===== config.mk =====
export PLATFORM = sky130hd
export DESIGN_NAME = rpm_top
export DESIGN_NICKNAME = d
export VERILOG_FILES = /design/src/rpm_pkg.sv /design/src/rpm_axil_slave.sv /design/src/rpm_comparator.sv /design/src/rpm_top.sv
export SDC_FILE = /design/constraint.sdc
export NUM_CORES = 2
export LEC_CHECK = 0
export BUFFER_PORTS_ARGS = -buffer_cell sky130_fd_sc_hd__buf_2
export CELL_PAD_IN_SITES_DETAIL_PLACEMENT = 0
export CELL_PAD_IN_SITES_GLOBAL_PLACEMENT = 1
export CORE_ASPECT_RATIO = 1.4
export CORE_UTILIZATION = 49
export DETAILED_ROUTE_END_ITERATION = 8
export GPL_TIMING_DRIVEN = 0
export PLACE_DENSITY = 0.89
export SYNTH_ARGS = -nofsm -noshare
export SYNTH_HDL_FRONTEND = slang
export SYNTH_SLANG_ARGS = --single-unit

===== constraint.sdc =====
create_clock -name aclk -period 4.4 [get_ports aclk]
set_clock_uncertainty 0.2 [all_clocks]
set_input_delay 0.66 -clock aclk [delete_from_list [all_inputs] [get_ports aclk]]
set_output_delay 0.66 -clock aclk [all_outputs]
set_load 0.005 [all_outputs]

===== src/rpm_pkg.sv =====
/*
 Constants shared by the receive pattern-match configuration block.
 Assumes a 32-bit AXI4-Lite register bus; register indices are scaled by four.
*/
// Notes on behaviour
// - Word at 0x159 holds bytes 58, 59
// - Word at 0x15a holds bytes 60, 61
// - Word at 0x15b holds bytes 62, 63
// - Each pattern byte has its own mask bit
// - Masks 0x15c, 0x15d cover bytes 0-31, reset zero
// - Masks 0x15e, 0x15f cover bytes 32-63
// - Mask bit one drops byte from compare
// - Six-bit start offset at 0x161, reset zero
// - Offset bits 15:6 read zero, ignore writes
// - Earlier words hold ascending byte pairs
`default_nettype none
package rpm_pkg;
	localparam int unsigned REG_W = 16;
	localparam int unsigned NUM_BYTES = 64;
	localparam int unsigned NUM_PAT_WORDS = 32;
	localparam int unsigned NUM_MASK_WORDS = 4;
	localparam int unsigned OFS_W = 6;
	localparam int unsigned ADDR_W = 12;
	// Register indices (byte address is index times four)
	localparam logic [9:0] IDX_PAT_FIRST = 10'h13c;
	localparam logic [9:0] IDX_PAT_58_59 = 10'h159;
	localparam logic [9:0] IDX_PAT_60_61 = 10'h15a;
	localparam logic [9:0] IDX_PAT_62_63 = 10'h15b;
	localparam logic [9:0] IDX_MASK_0_15 = 10'h15c;
	localparam logic [9:0] IDX_MASK_16_31 = 10'h15d;
	localparam logic [9:0] IDX_MASK_32_47 = 10'h15e;
	localparam logic [9:0] IDX_MASK_48_63 = 10'h15f;
	localparam logic [9:0] IDX_START_OFS = 10'h161;
	localparam logic [15:0] PAT_RESET = 16'h0000;
	localparam logic [15:0] MASK_RESET = 16'h0000;
	localparam logic [5:0] OFS_RESET = 6'h00;
	localparam logic [1:0] RESP_OKAY = 2'h0;
	localparam logic [1:0] RESP_SLVERR = 2'h2;
endpackage
`default_nettype wire


===== src/rpm_axil_slave.sv =====
/*
 AXI4-Lite slave front end: one write and one read in flight, each answered
 one cycle after both halves are held. Presents a one-cycle register strobe.
 Assumes the master follows AXI4-Lite handshake rules.
*/
`timescale 1ns/1ps
`default_nettype none
module rpm_axil_slave #(
	parameter int unsigned ADDR_W = 12
) (
	input wire logic aclk,
	input wire logic aresetn,
	input wire logic [ADDR_W-1:0] s_axi_awaddr,
	input wire logic s_axi_awvalid,
	output logic s_axi_awready,
	input wire logic [31:0] s_axi_wdata,
	input wire logic [3:0] s_axi_wstrb,
	input wire logic s_axi_wvalid,
	output logic s_axi_wready,
	output logic [1:0] s_axi_bresp,
	output logic s_axi_bvalid,
	input wire logic s_axi_bready,
	input wire logic [ADDR_W-1:0] s_axi_araddr,
	input wire logic s_axi_arvalid,
	output logic s_axi_arready,
	output logic [31:0] s_axi_rdata,
	output logic [1:0] s_axi_rresp,
	output logic s_axi_rvalid,
	input wire logic s_axi_rready,
	output logic wr_en,
	output logic [9:0] wr_idx,
	output logic [31:0] wr_data,
	output logic [3:0] wr_strb,
	input wire logic [1:0] wr_resp,
	output logic [9:0] rd_idx,
	input wire logic [31:0] rd_data,
	input wire logic [1:0] rd_resp
);
	typedef struct packed {
		logic aw_held;
		logic w_held;
		logic [ADDR_W-1:0] awaddr;
		logic [31:0] wdata;
		logic [3:0] wstrb;
		logic bvalid;
		logic [1:0] bresp;
		logic arvalid;
		logic [ADDR_W-1:0] araddr;
		logic rvalid;
		logic [31:0] rdata;
		logic [1:0] rresp;
		logic awready;
		logic wready;
		logic arready;
	} rpm_axs_type;

	rpm_axs_type s_q, s_d;

	if (ADDR_W < 12) begin : g_bad_addr_w
		$error("ADDR_W too small for register map");
	end

	always_comb begin
		s_d = s_q;
		if (s_axi_awvalid && !s_q.aw_held && !s_q.bvalid) begin
			s_d.aw_held = 1'b1;
			s_d.awaddr = s_axi_awaddr;
		end
		if (s_axi_wvalid && !s_q.w_held && !s_q.bvalid) begin
			s_d.w_held = 1'b1;
			s_d.wdata = s_axi_wdata;
			s_d.wstrb = s_axi_wstrb;
		end
		// Strobe fires once both halves are held; response is raised the cycle after it
		if (s_q.aw_held && s_q.w_held) begin
			s_d.aw_held = 1'b0;
			s_d.w_held = 1'b0;
			s_d.bvalid = 1'b1;
			s_d.bresp = wr_resp;
		end
		if (s_q.bvalid && s_axi_bready) begin
			s_d.bvalid = 1'b0;
		end
		// Read: capture address, answer next cycle from the decoded word
		if (s_axi_arvalid && !s_q.arvalid && !s_q.rvalid) begin
			s_d.arvalid = 1'b1;
			s_d.araddr = s_axi_araddr;
		end
		if (s_q.arvalid) begin
			s_d.arvalid = 1'b0;
			s_d.rvalid = 1'b1;
			s_d.rdata = rd_data;
			s_d.rresp = rd_resp;
		end
		if (s_q.rvalid && s_axi_rready) begin
			s_d.rvalid = 1'b0;
		end
		// Ready bits are registered copies so every bus output leaves a flip-flop
		s_d.awready = !s_d.aw_held && !s_d.bvalid;
		s_d.wready = !s_d.w_held && !s_d.bvalid;
		s_d.arready = !s_d.arvalid && !s_d.rvalid;
	end

	always_ff @(posedge aclk) begin
		if (!aresetn) begin
			s_q <= '{awready: 1'b1, wready: 1'b1, arready: 1'b1, default: '0};
		end else begin
			s_q <= s_d;
		end
	end

	assign s_axi_awready = s_q.awready;
	assign s_axi_wready = s_q.wready;
	assign s_axi_bvalid = s_q.bvalid;
	assign s_axi_bresp = s_q.bresp;
	assign s_axi_arready = s_q.arready;
	assign s_axi_rvalid = s_q.rvalid;
	assign s_axi_rdata = s_q.rdata;
	assign s_axi_rresp = s_q.rresp;
	assign wr_en = s_q.aw_held && s_q.w_held;
	assign wr_idx = s_q.awaddr[11:2];
	assign wr_data = s_q.wdata;
	assign wr_strb = s_q.wstrb;
	assign rd_idx = s_q.araddr[11:2];
endmodule
`default_nettype wire


===== src/rpm_comparator.sv =====
/*
 Pattern comparator: walks received bytes after the start delimiter and
 reports a match when every unmasked pattern byte equals its received byte.
 Assumes rx_sof marks the first byte after the delimiter, bytes on rx_valid.
*/
`timescale 1ns/1ps
`default_nettype none
module rpm_comparator #(
	parameter int unsigned NUM_BYTES = 64
) (
	input wire logic aclk,
	input wire logic aresetn,
	input wire logic [NUM_BYTES*8-1:0] pattern,
	input wire logic [NUM_BYTES-1:0] byte_mask,
	input wire logic [5:0] start_ofs,
	input wire logic rx_sof,
	input wire logic rx_valid,
	input wire logic [7:0] rx_byte,
	input wire logic rx_eof,
	output logic match,
	output logic match_done
);
	typedef enum {ST_IDLE, ST_SKIP, ST_CMP, ST_WAIT} rpm_cst_type;
	typedef struct packed {
		rpm_cst_type st;
		logic [6:0] cnt;
		logic ok;
		logic match;
		logic done;
	} rpm_cmp_type;

	rpm_cmp_type c_q, c_d;
	logic [7:0] pat_byte;
	logic byte_ok;

	if (NUM_BYTES != 64) begin : g_bad_bytes
		$error("NUM_BYTES must be 64");
	end

	assign pat_byte = pattern[c_q.cnt[5:0]*8 +: 8];
	assign byte_ok = byte_mask[c_q.cnt[5:0]] || (rx_byte == pat_byte);

	always_comb begin
		c_d = c_q;
		c_d.done = 1'b0;
		case (c_q.st)
			ST_IDLE: begin
				if (rx_sof && rx_valid) begin
					c_d.ok = 1'b1;
					if (start_ofs == 6'h00) begin
						c_d.cnt = 7'h01;
						c_d.ok = byte_mask[0] || (rx_byte == pattern[7:0]);
						c_d.st = ST_CMP;
					end else begin
						c_d.cnt = 7'h01;
						c_d.st = ST_SKIP;
					end
				end
			end
			ST_SKIP: begin
				if (rx_eof) begin
					c_d.st = ST_IDLE;
				end else if (rx_valid) begin
					if (c_q.cnt[5:0] == start_ofs) begin
						c_d.cnt = 7'h01;
						c_d.ok = byte_mask[0] || (rx_byte == pattern[7:0]);
						c_d.st = ST_CMP;
					end else begin
						c_d.cnt = c_q.cnt + 7'h01;
					end
				end
			end
			ST_CMP: begin
				if (c_q.cnt == 7'h40) begin
					c_d.match = c_q.ok;
					c_d.done = 1'b1;
					// An end mark on the byte after the window must not be lost
					c_d.st = rx_eof ? ST_IDLE : ST_WAIT;
				end else if (rx_eof) begin
					c_d.match = 1'b0;
					c_d.done = 1'b1;
					c_d.st = ST_IDLE;
				end else if (rx_valid) begin
					c_d.ok = c_q.ok && byte_ok;
					c_d.cnt = c_q.cnt + 7'h01;
				end
			end
			ST_WAIT: begin
				if (rx_eof) begin
					c_d.st = ST_IDLE;
				end
			end
			default: begin
				c_d.st = ST_IDLE;
			end
		endcase
	end

	always_ff @(posedge aclk) begin
		if (!aresetn) begin
			c_q <= '{st: ST_IDLE, default: '0};
		end else begin
			c_q <= c_d;
		end
	end

	assign match = c_q.match;
	assign match_done = c_q.done;
endmodule
`default_nettype wire


===== src/rpm_top.sv =====
/*
 Receive pattern-match configuration store: 32 pattern words, four byte
 mask words and the compare start offset, reached over AXI4-Lite, feeding
 the receive-path comparator.
 Assumes one clock; receive byte stream already in that clock domain.
*/
// The AXI4-Lite register port was chosen for this implementation.
`timescale 1ns/1ps
`default_nettype none
module rpm_top (
	input wire logic aclk,
	input wire logic aresetn,
	input wire logic [11:0] s_axi_awaddr,
	input wire logic s_axi_awvalid,
	output logic s_axi_awready,
	input wire logic [31:0] s_axi_wdata,
	input wire logic [3:0] s_axi_wstrb,
	input wire logic s_axi_wvalid,
	output logic s_axi_wready,
	output logic [1:0] s_axi_bresp,
	output logic s_axi_bvalid,
	input wire logic s_axi_bready,
	input wire logic [11:0] s_axi_araddr,
	input wire logic s_axi_arvalid,
	output logic s_axi_arready,
	output logic [31:0] s_axi_rdata,
	output logic [1:0] s_axi_rresp,
	output logic s_axi_rvalid,
	input wire logic s_axi_rready,
	input wire logic rx_sof,
	input wire logic rx_valid,
	input wire logic [7:0] rx_byte,
	input wire logic rx_eof,
	output logic match,
	output logic match_done
);
	// ----------------------------------------------------------------
	// Register state
	// ----------------------------------------------------------------
	typedef struct packed {
		logic [rpm_pkg::NUM_PAT_WORDS-1:0][15:0] pat;
		logic [rpm_pkg::NUM_MASK_WORDS-1:0][15:0] mask;
		logic [5:0] ofs;
		logic match;
		logic done;
	} rpm_regs_type;

	rpm_regs_type r_q, r_d;
	logic wr_en;
	logic [9:0] wr_idx;
	logic [31:0] wr_data;
	logic [3:0] wr_strb;
	logic [9:0] rd_idx;
	logic [31:0] rd_data;
	logic [1:0] rd_resp;
	logic [1:0] wr_resp;
	logic [9:0] wr_pat_rel;
	logic [9:0] rd_pat_rel;
	logic [9:0] wr_mask_rel;
	logic [9:0] rd_mask_rel;
	logic wr_is_pat, wr_is_mask, wr_is_ofs;
	logic rd_is_pat, rd_is_mask, rd_is_ofs;
	logic cmp_match, cmp_done;

	// ----------------------------------------------------------------
	// Bus front end
	// ----------------------------------------------------------------
	rpm_axil_slave #(
		.ADDR_W(rpm_pkg::ADDR_W)
	) i_rpm_axil_slave (
		.aclk(aclk),
		.aresetn(aresetn),
		.s_axi_awaddr(s_axi_awaddr),
		.s_axi_awvalid(s_axi_awvalid),
		.s_axi_awready(s_axi_awready),
		.s_axi_wdata(s_axi_wdata),
		.s_axi_wstrb(s_axi_wstrb),
		.s_axi_wvalid(s_axi_wvalid),
		.s_axi_wready(s_axi_wready),
		.s_axi_bresp(s_axi_bresp),
		.s_axi_bvalid(s_axi_bvalid),
		.s_axi_bready(s_axi_bready),
		.s_axi_araddr(s_axi_araddr),
		.s_axi_arvalid(s_axi_arvalid),
		.s_axi_arready(s_axi_arready),
		.s_axi_rdata(s_axi_rdata),
		.s_axi_rresp(s_axi_rresp),
		.s_axi_rvalid(s_axi_rvalid),
		.s_axi_rready(s_axi_rready),
		.wr_en(wr_en),
		.wr_idx(wr_idx),
		.wr_data(wr_data),
		.wr_strb(wr_strb),
		.wr_resp(wr_resp),
		.rd_idx(rd_idx),
		.rd_data(rd_data),
		.rd_resp(rd_resp)
	);

	// ----------------------------------------------------------------
	// Address decode
	// ----------------------------------------------------------------
	// Pattern words sit at ascending indices, two bytes each
	assign wr_pat_rel = wr_idx - rpm_pkg::IDX_PAT_FIRST;
	assign rd_pat_rel = rd_idx - rpm_pkg::IDX_PAT_FIRST;
	assign wr_mask_rel = wr_idx - rpm_pkg::IDX_MASK_0_15;
	assign rd_mask_rel = rd_idx - rpm_pkg::IDX_MASK_0_15;
	// Pattern range ends at IDX_PAT_62_63, covering 58..63 at 0x159..0x15b
	assign wr_is_pat = (wr_idx >= rpm_pkg::IDX_PAT_FIRST) && (wr_idx <= rpm_pkg::IDX_PAT_62_63);
	assign rd_is_pat = (rd_idx >= rpm_pkg::IDX_PAT_FIRST) && (rd_idx <= rpm_pkg::IDX_PAT_62_63);
	assign wr_is_mask = (wr_idx >= rpm_pkg::IDX_MASK_0_15) && (wr_idx <= rpm_pkg::IDX_MASK_48_63);
	assign rd_is_mask = (rd_idx >= rpm_pkg::IDX_MASK_0_15) && (rd_idx <= rpm_pkg::IDX_MASK_48_63);
	assign wr_is_ofs = (wr_idx == rpm_pkg::IDX_START_OFS);
	assign rd_is_ofs = (rd_idx == rpm_pkg::IDX_START_OFS);
	assign wr_resp = (wr_is_pat || wr_is_mask || wr_is_ofs) ? rpm_pkg::RESP_OKAY : rpm_pkg::RESP_SLVERR;

	// ----------------------------------------------------------------
	// Register writes
	// ----------------------------------------------------------------
	always_comb begin
		r_d = r_q;
		r_d.match = cmp_match;
		r_d.done = cmp_done;
		if (wr_en && wr_is_pat) begin
			// Lower-numbered byte in lane 0
			if (wr_strb[0]) begin
				r_d.pat[wr_pat_rel[4:0]][7:0] = wr_data[7:0];
			end
			if (wr_strb[1]) begin
				r_d.pat[wr_pat_rel[4:0]][15:8] = wr_data[15:8];
			end
		end
		if (wr_en && wr_is_mask) begin
			if (wr_strb[0]) begin
				r_d.mask[wr_mask_rel[1:0]][7:0] = wr_data[7:0];
			end
			if (wr_strb[1]) begin
				r_d.mask[wr_mask_rel[1:0]][15:8] = wr_data[15:8];
			end
		end
		// Upper bits of the offset word are dropped on write
		if (wr_en && wr_is_ofs && wr_strb[0]) begin
			r_d.ofs = wr_data[5:0];
		end
	end

	always_ff @(posedge aclk) begin
		if (!aresetn) begin
			for (int i = 0; i < rpm_pkg::NUM_PAT_WORDS; i++) begin
				r_q.pat[i] <= rpm_pkg::PAT_RESET;
			end
			for (int i = 0; i < rpm_pkg::NUM_MASK_WORDS; i++) begin
				r_q.mask[i] <= rpm_pkg::MASK_RESET;
			end
			r_q.ofs <= rpm_pkg::OFS_RESET;
			r_q.match <= 1'b0;
			r_q.done <= 1'b0;
		end else begin
			r_q <= r_d;
		end
	end

	// ----------------------------------------------------------------
	// Read mux
	// ----------------------------------------------------------------
	always_comb begin
		rd_data = 32'h00000000;
		rd_resp = rpm_pkg::RESP_OKAY;
		if (rd_is_pat) begin
			rd_data = {16'h0000, r_q.pat[rd_pat_rel[4:0]]};
		end else if (rd_is_mask) begin
			rd_data = {16'h0000, r_q.mask[rd_mask_rel[1:0]]};
		end else if (rd_is_ofs) begin
			rd_data = {26'h0000000, r_q.ofs};
		end else begin
			rd_resp = rpm_pkg::RESP_SLVERR;
		end
	end

	// ----------------------------------------------------------------
	// Comparator
	// ----------------------------------------------------------------
	logic [rpm_pkg::NUM_BYTES*8-1:0] pat_flat;
	logic [rpm_pkg::NUM_BYTES-1:0] mask_flat;

	genvar g;
	generate
		for (g = 0; g < rpm_pkg::NUM_PAT_WORDS; g++) begin : g_pat
			assign pat_flat[g*16 +: 16] = r_q.pat[g];
		end
	endgenerate
	assign mask_flat = r_q.mask;

	rpm_comparator #(
		.NUM_BYTES(rpm_pkg::NUM_BYTES)
	) i_rpm_comparator (
		.aclk(aclk),
		.aresetn(aresetn),
		.pattern(pat_flat),
		.byte_mask(mask_flat),
		.start_ofs(r_q.ofs),
		.rx_sof(rx_sof),
		.rx_valid(rx_valid),
		.rx_byte(rx_byte),
		.rx_eof(rx_eof),
		.match(cmp_match),
		.match_done(cmp_done)
	);

	assign match = r_q.match;
	assign match_done = r_q.done;
endmodule
`default_nettype wire


* Yosys cells after proc, flatten, opt, wreduce, memory -nomap -nowiden
Cells that the tools add are included.
Word-level totals: bits in registers 712, input port bits 78, output and inout bits 43, logic and storage cells 204
Cells by class: add/sub/neg operators 5, $lt $le $gt $ge 15, equality and inequality tests 18, shift-type cells 1, mux-type cells 59, reduce and logical (&&, ||, !) cells 47
Operators by type and width (count):
- two-way mux 512 bit | 3
- bitwise mux 512 bit | 2
- indexed part select 512 x 10 -> 8 bit | 1
- two-way mux 64 bit | 3
- demux 16 bit (select 5 bit) | 2
- bitwise mux 64 bit | 2
- two-way mux 32 bit | 4
- one-hot mux 32 bit (4 select lines) | 1
- two-way mux 16 bit | 6
- binary-select mux 16 bit (select 5 bit) | 1
- two-way mux 40 bit | 2
- demux 16 bit (select 2 bit) | 2
- == test 32 x 2 -> 1 bit (second input constant) | 2
- two-way mux 8 bit | 6
- greater-or-equal comparator 10 x 9 -> 1 bit (second input constant) | 4
- <= comparator 10 x 9 -> 1 bit (second input constant) | 4
- two-way mux 35 bit | 1
- binary-select mux 16 bit (select 2 bit) | 1
- == test 32 x 1 -> 1 bit (second input constant) | 1
- logical NOT 32 bit | 1
- logical AND 1 bit | 24
- one-hot mux 8 bit (3 select lines) | 1
- == test 10 x 9 -> 1 bit (second input constant) | 2
- == test 8 bit | 2
- 31 further kinds | 67

* Logic depth before layout (Yosys ltp)
word-level depth 10, mapped depth 15, gate-level depth less buffers 9

* Cells and area by module
From an unflattened synthesis, not the netlist that was laid out.
Second synthesis, totals: cell total of the unflattened synthesis 3775, area, all modules 38913.6 um2
By module, submodules not included:
- rpm_top | instances 1, cells each 2759, area an instance 27990.6 um2, sequential area each 11691.2 um2
- rpm_comparator | instances 1, cells each 533, area an instance 6284.8 um2, sequential area each 840.8 um2
- rpm_axil_slave | instances 1, cells each 483, area an instance 4638.2 um2, sequential area each 2001.9 um2

* Worst setup path before layout
OpenSTA, ideal clock, no wires.
path kind flip-flop to flip-flop, start register i_rpm_comparator.c_q[4] in the netlist's numbering, end register i_rpm_comparator.c_q[2] in the netlist's numbering, arrival time 2778 ps, path slack 1297 ps, cell stages (with the launch flop) 16, buffers on the path 6, period minus slack after synthesis 3103 ps, path through dfxtp_1 buf_6 buf_8 buf_2 buf_2 buf_2 inv_1 ha_1 a41o_1 a21oi_1 o2111a_1 clkbuf_1 nand2_1 a32o_1 o21ai_1 o41ai_2
Between the ends: word-level cells in the longest chain between the ends 8, elaborated cells between the ends (all ways) 15
Ends and longest elaborated chain:
- start, declared | RTL line rpm_comparator.sv:32 | rpm_cmp_type c_q, c_d;
- start signal, assigned | RTL line rpm_comparator.sv:101 | c_q <= '{st: ST_IDLE, default: '0};
- start signal, assigned | RTL line rpm_comparator.sv:103 | c_q <= c_d;
- indexed part select 512 x 10 -> 8 bit / binary-select mux 1 bit (select 6 bit) (equally long branches) | RTL line rpm_comparator.sv:40, rpm_comparator.sv:41
- == test 8 bit / two-way mux 1 bit (equally long branches) | RTL line rpm_comparator.sv:41 | assign byte_ok = byte_mask[c_q.cnt[5:0]] || (rx_byte == pat_byte);
- logical OR 1 bit | RTL line rpm_comparator.sv:41
- logical AND 1 bit | RTL line rpm_comparator.sv:84 | c_d.ok = c_q.ok && byte_ok;
- two-way mux 8 bit | RTL line rpm_comparator.sv:83 | end else if (rx_valid) begin
- two-way mux 8 bit | RTL line rpm_comparator.sv:79 | end else if (rx_eof) begin
- two-way mux 8 bit | RTL line rpm_comparator.sv:74 | if (c_q.cnt == 7'h40) begin
- one-hot mux 8 bit (3 select lines) | RTL line rpm_comparator.sv:46 | case (c_q.st)
Parallel ways exist; a longest one is shown, timed or not. The select of a mux whose other input is x is not followed. A chain may end at the register's enable or synchronous reset.

* Worst setup path after layout
start register i_rpm_axil_slave.s_q (netlist bit i_rpm_axil_slave.wr_idx[2]), end register r_q (netlist bit pat_flat[469])
Between the ends: word-level cells in the longest chain between the ends 10, elaborated cells between the ends (all ways) 16
Ends and longest elaborated chain:
- start, declared | RTL line rpm_axil_slave.sv:57 | rpm_axs_type s_q, s_d;
- start signal, assigned | RTL line rpm_axil_slave.sv:106 | s_q <= '{awready: 1'b1, wready: 1'b1, arready: 1'b1, default: '0};
- start signal, assigned | RTL line rpm_axil_slave.sv:108 | s_q <= s_d;
- subtractor 5 bit | RTL line rpm_top.sv:104 | assign wr_pat_rel = wr_idx - rpm_pkg::IDX_PAT_FIRST;
- less-than comparator 5 x 6 -> 1 bit (implied by the code) / greater-or-equal comparator 5 x 1 -> 1 bit (equally long branches) | RTL line rpm_top.sv:127 | r_d.pat[wr_pat_rel[4:0]][7:0] = wr_data[7:0];
- logical AND 1 bit (implied by the code) | RTL line rpm_top.sv:127
- two-way mux 8 bit (implied by the code) | RTL line rpm_top.sv:127
- demux 16 bit (select 5 bit) | RTL line rpm_top.sv:127
- bitwise mux 512 bit | RTL line rpm_top.sv:127
- two-way mux 512 bit | RTL line rpm_top.sv:126 | if (wr_strb[0]) begin
- two-way mux 512 bit | RTL line rpm_top.sv:124 | if (wr_en && wr_is_pat) begin
- bitwise mux 512 bit | RTL line rpm_top.sv:130 | r_d.pat[wr_pat_rel[4:0]][15:8] = wr_data[15:8];
- two-way mux 512 bit | RTL line rpm_top.sv:129 | if (wr_strb[1]) begin
- end signal, assigned | RTL line rpm_top.sv:159 | r_q <= r_d;
- end, declared | RTL line rpm_top.sv:48 | rpm_regs_type r_q, r_d;
Parallel ways exist; a longest one is shown, timed or not. The select of a mux whose other input is x is not followed.

==> metrics.md <==
| Metric | Value |
|---|---|
| Status | finished with violations |
| Failing checks | capacitance limit, slew limit, setup timing |
| Fraction of layout cells with a size suffix above 1 | 16.6% |
| Die ar. | 0.0719 mm^2 |
| Die width | 227 um |
| Final Instance Area | 0.0393 mm^2 |
| Synth cell types | 63 |
| Crit. End Element | flip-flop |
| Initial Utilization | 49.4% |
| Hold depth | 2 |
| # hold bufs at CTS | 0 |
| Final Cycle Share | 104% |
| Filler Cell Count | between 6000 and 7000 |
| CTS max path bufs | 3 |
| Clock root cell | clkbuf_16 |
| Routability cong. | 1.14 |
| Core Region | 0.0702 mm^2 |
| Total CTS buffers | 73 |
| Die Span Y | 317 um |
| Seq/Total Area, Yosys | 39.8% |
| Tmin final | 4.59 ns |
| Iteration-0 DRC Markers | about 6000 |
| Top Ports | 121 |
| Final WS setup | -0.186 ns |
| Largest net degree at the start of global routing | 20 |
| RSZ-0062 raised after global routing | yes |
| Max Slew Vio Count | 56 |
| Routed WL | around 200000 um |
| R2R depth | 9 |
| Number of synthesized flops with an enable pin | 0 |
| Lkg Pwr | 12.4 nW |
| Clk slew on worst S/H paths | 0.07 ns |
| Total global-route track usage | a little over half |
| Crit start category | flip-flop |
| Worst-skew pair later-pin latency | 0.68 ns |
| Async SR Flop Fraction | 0% |
| DR WL/cell | around 39 um |
| #FFs+latches synth | 690 |
| Tot Pwr | between 10 and 15 mW |
| Final std cells w/o fill | 5034 |
| WP data required | between 4 and 5 ns |
| Worst hold path startpoint | s_axi_rready |
| Worst r2r src | i_rpm_axil_slave.wr_idx[2]$_SDFFE_PN0P_ |
| Initial antenna violation count | 28 |
| CP Class | flip-flop to flip-flop |
| Max Cap Viol | 5 |
| Pwr dens | 366 mW/mm^2 |
| Worst Hold Endpoint | i_rpm_axil_slave.s_axi_rvalid$_SDFF_PN0_ |
| Post-route DRC | 0 |
| WP data arrival | 5.00 ns |
| Rows | 115 |
| Worst r2r dst | pat_flat[469]$_SDFFE_PN0P_ |
| Crit Path Max Fanout | 10 |
| Port buffer count | 80 |
| Post-place setup slack | -0.876 ns |
| Dpl cell area | ~0.036 mm^2 |
| 1st-pass router iterations | 9 |
| Final ANT Viol Nets | 0 |
| Final setup viols | 57 |
| Total negative slack | -5.02 ns |
| Critical path, cell by cell | ha_1 > and4b_1 > o32a_1 > nor3b_2 > nand2_2 > clkbuf_1 > nor2_1 > nand2_1 > a21oi_1 |
| Area Overhead vs Synth | 13.2% |
| TritonCTS clock tree | done |
| R2R Setup Slk | -0.19 ns |
| DP Cell Count | 4870 |
| Via count | around 36000 |
| Synth Flop Type | dfxtp_1 |
| Fmax | 0.218 GHz |
| Final hold vios | 0 |
| Synth warn | 0 |
| Vias in the first global route | 32900 |
| Hpwl dp | 143000 um |
| CTS sink cnt | 690 |
| Maximum vdd drop | 318 uV |
| Grt total ovfl | 0 |
| Post-layout util | 55.9% |
| Mapped Area | 0.0347 mm^2 |
| Syn Area/Cell | 9.11 um^2 |
| CTS H-tree lvls | 3 |
| Vias per cell | 7.19 |
| Hold crit path type | input pin to flip-flop |
| Slowest-stage cell, CP | nor2_1 |
| Worst-Margin Slew | between 1.5 and 2 ns |
| Nets@finish | 4096 |
| First-pass GRT wire length | 265000 um |
| Crit path largest cell delay | between 0.9 and 1 ns |
| Syn Inst Count | approximately 3800 |
| Relative slew slack | -2.03% |
| Worst hold-check slack | 0.00975 ns |
-- registers in the layout, indices dropped and copies added, names as in the netlist, 2 cells and up --
register / flops
i_rpm_axil_slave.wr_data: 16
i_rpm_comparator.c_q: 40
i_rpm_axil_slave.s_axi_rdata: 16
i_rpm_axil_slave.wr_idx: 10
mask_flat: 64
i_rpm_axil_slave.s_q: 3
pat_flat: 512
i_rpm_axil_slave.rd_idx: 10
i_rpm_axil_slave.wr_strb: 2
r_q: 6
-- report_power, final --
| part | internal (mW) | switching [mW] | total, mW | leakage [nW] |
|---|---|---|---|---|
| Combinational | 0.254 | 0.891 | 1.14 | 5.52 |
| Clock | 4.02 | 2.86 | 6.89 | 1.27 |
| Sequential | 6.30 | 0.0342 | 6.33 | 5.58 |
-- repair_timing --
item,4_1_cts,5_1_grt
resized for setup,23,35
pin swaps,0,3
setup endpoints to repair,98,303
buffers inserted,0,3
-- layout by cell type (no fill, tap or decap), drive strengths merged, types with 5 or more instances in the layout --
cell      synthesis  routed
dfxtp           690     690
mux2             15      15
nand3b            5       5
diode             0      30
inv              14      16
nand2           688     688
clkinvlp          0       5
xor2             20      20
conb              1      48
a22oi            12      12
nor3             15      15
clkinv            0      19
ha                8       8
o21ai           538     538
nor4             12      12
mux4            311     311
a31oi             8       8
nor2            205     205
a211oi           19      19
xnor2            14      14
and3             10      10
a221oi            5       5
mux2i            94      94
o22ai            18      18
nand2b           11      11
nand4            10      10
a21oi           598     598
clkbuf          275     379
buf             126     197
nor2b            15      15
bufinv            0      11
nand3            20      20
and2              8       8
-- final cells by class --
cell class / count / area [um^2] / share of cell area (%)
well taps: 936 / 1170 / 2.98
flip-flops and latches: 690 / 13800 / 35.2
clock inverters: 37 / 495 / 1.26
inverters: 14 / 52.6 / 0.134
diodes: 30 / 75.1 / 0.191
clock buffers: 96 / 2100 / 5.34
repair buffers: 83 / 423 / 1.08
plain buffers: 399 / 1830 / 4.66
multi-input cells: 2749 / 19300 / 49.2
-- cell usage after synthesis (5+ instances only) --
library cell	n	area, um^2
nor4_1	12	75.1
nor2b_1	15	93.8
nand4_1	10	62.6
buf_4	40	300
nand2b_1	11	68.8
nor3_1	13	65.1
nor2_2	12	75.1
and2_1	8	50.1
nand3_1	20	100
o22ai_1	18	113
nor2_1	193	724
xnor2_1	14	123
xor2_1	20	175
a211oi_1	19	143
o21ai_0	536	2680
ha_1	8	100
mux2_2	15	169
buf_1	41	154
mux4_2	311	7000
inv_1	13	48.8
a22oi_1	12	90.1
mux2i_1	94	941
and3_1	10	62.6
a221oi_1	5	43.8
dfxtp_1	690	13800
a21oi_1	598	2990
nand3b_1	5	37.5
buf_2	36	180
clkbuf_1	275	1030
a31oi_1	8	50.1
nand2_1	688	2580
buf_6	7	78.8
-- worst max path at each step --
| stage | start | to | slack (ns) | cells after the start |
|---|---|---|---|---|
| after floorplan | i_rpm_comparator.c_q[4]$_SDFFE_PN0P_ | i_rpm_comparator.c_q[2]$_SDFFE_PN0P_ | 1.30 | 15 |
| after global placement | i_rpm_axil_slave.rd_idx[2]$_SDFFE_PN0P_ | i_rpm_axil_slave.s_axi_rdata[3]$_SDFFE_PN0P_ | -0.85 | 10 |
| after detailed placement | i_rpm_axil_slave.rd_idx[2]$_SDFFE_PN0P_ | i_rpm_axil_slave.s_axi_rdata[3]$_SDFFE_PN0P_ | -0.88 | 10 |
| after CTS | i_rpm_axil_slave.wr_idx[2]$_SDFFE_PN0P_ | pat_flat[320]$_SDFFE_PN0P_ | -0.04 | 9 |
| after global routing | i_rpm_axil_slave.wr_idx[2]$_SDFFE_PN0P_ | pat_flat[16]$_SDFFE_PN0P_ | -0.10 | 10 |
| final | i_rpm_axil_slave.wr_idx[2]$_SDFFE_PN0P_ | pat_flat[469]$_SDFFE_PN0P_ | -0.19 | 9 |
-- routing by layer --
metal,vias up,track usage (%),routed length (um)
met4,12,54.6,25200
met3,1243,23.3,26900
li1,14100,-,-
met2,3448,78.3,81000
met5,-,1.28,177
met1,17400,59.6,63100
-- critical path, delay by kind of cell (launching register included) --
family | cells | cell delay, ns
AND/OR/NAND/NOR | 5 | 2.28
flip-flops | 1 | 0.37
adder cells (fa/ha/maj) | 1 | 0.29
buffers and inverters | 1 | 0.76
AO/OA/AOI/OAI | 2 | 0.56
-- cells by family (layout without fill, tap and decap cells) --
family	Yosys count	count (layout)	synth area share, %
AO/OA/AOI/OAI	1224	1224	18.4
XOR/XNOR	34	34	0.858
AND/OR/NAND/NOR	1015	1015	12.0
other	1	78	0.0108
adder cells (fa/ha/maj)	8	8	0.288
buffers and inverters	415	629	5.27
flip-flops	690	690	39.8
multiplexers	420	420	23.4
Note: power is estimated with default switching activity, not from simulation.
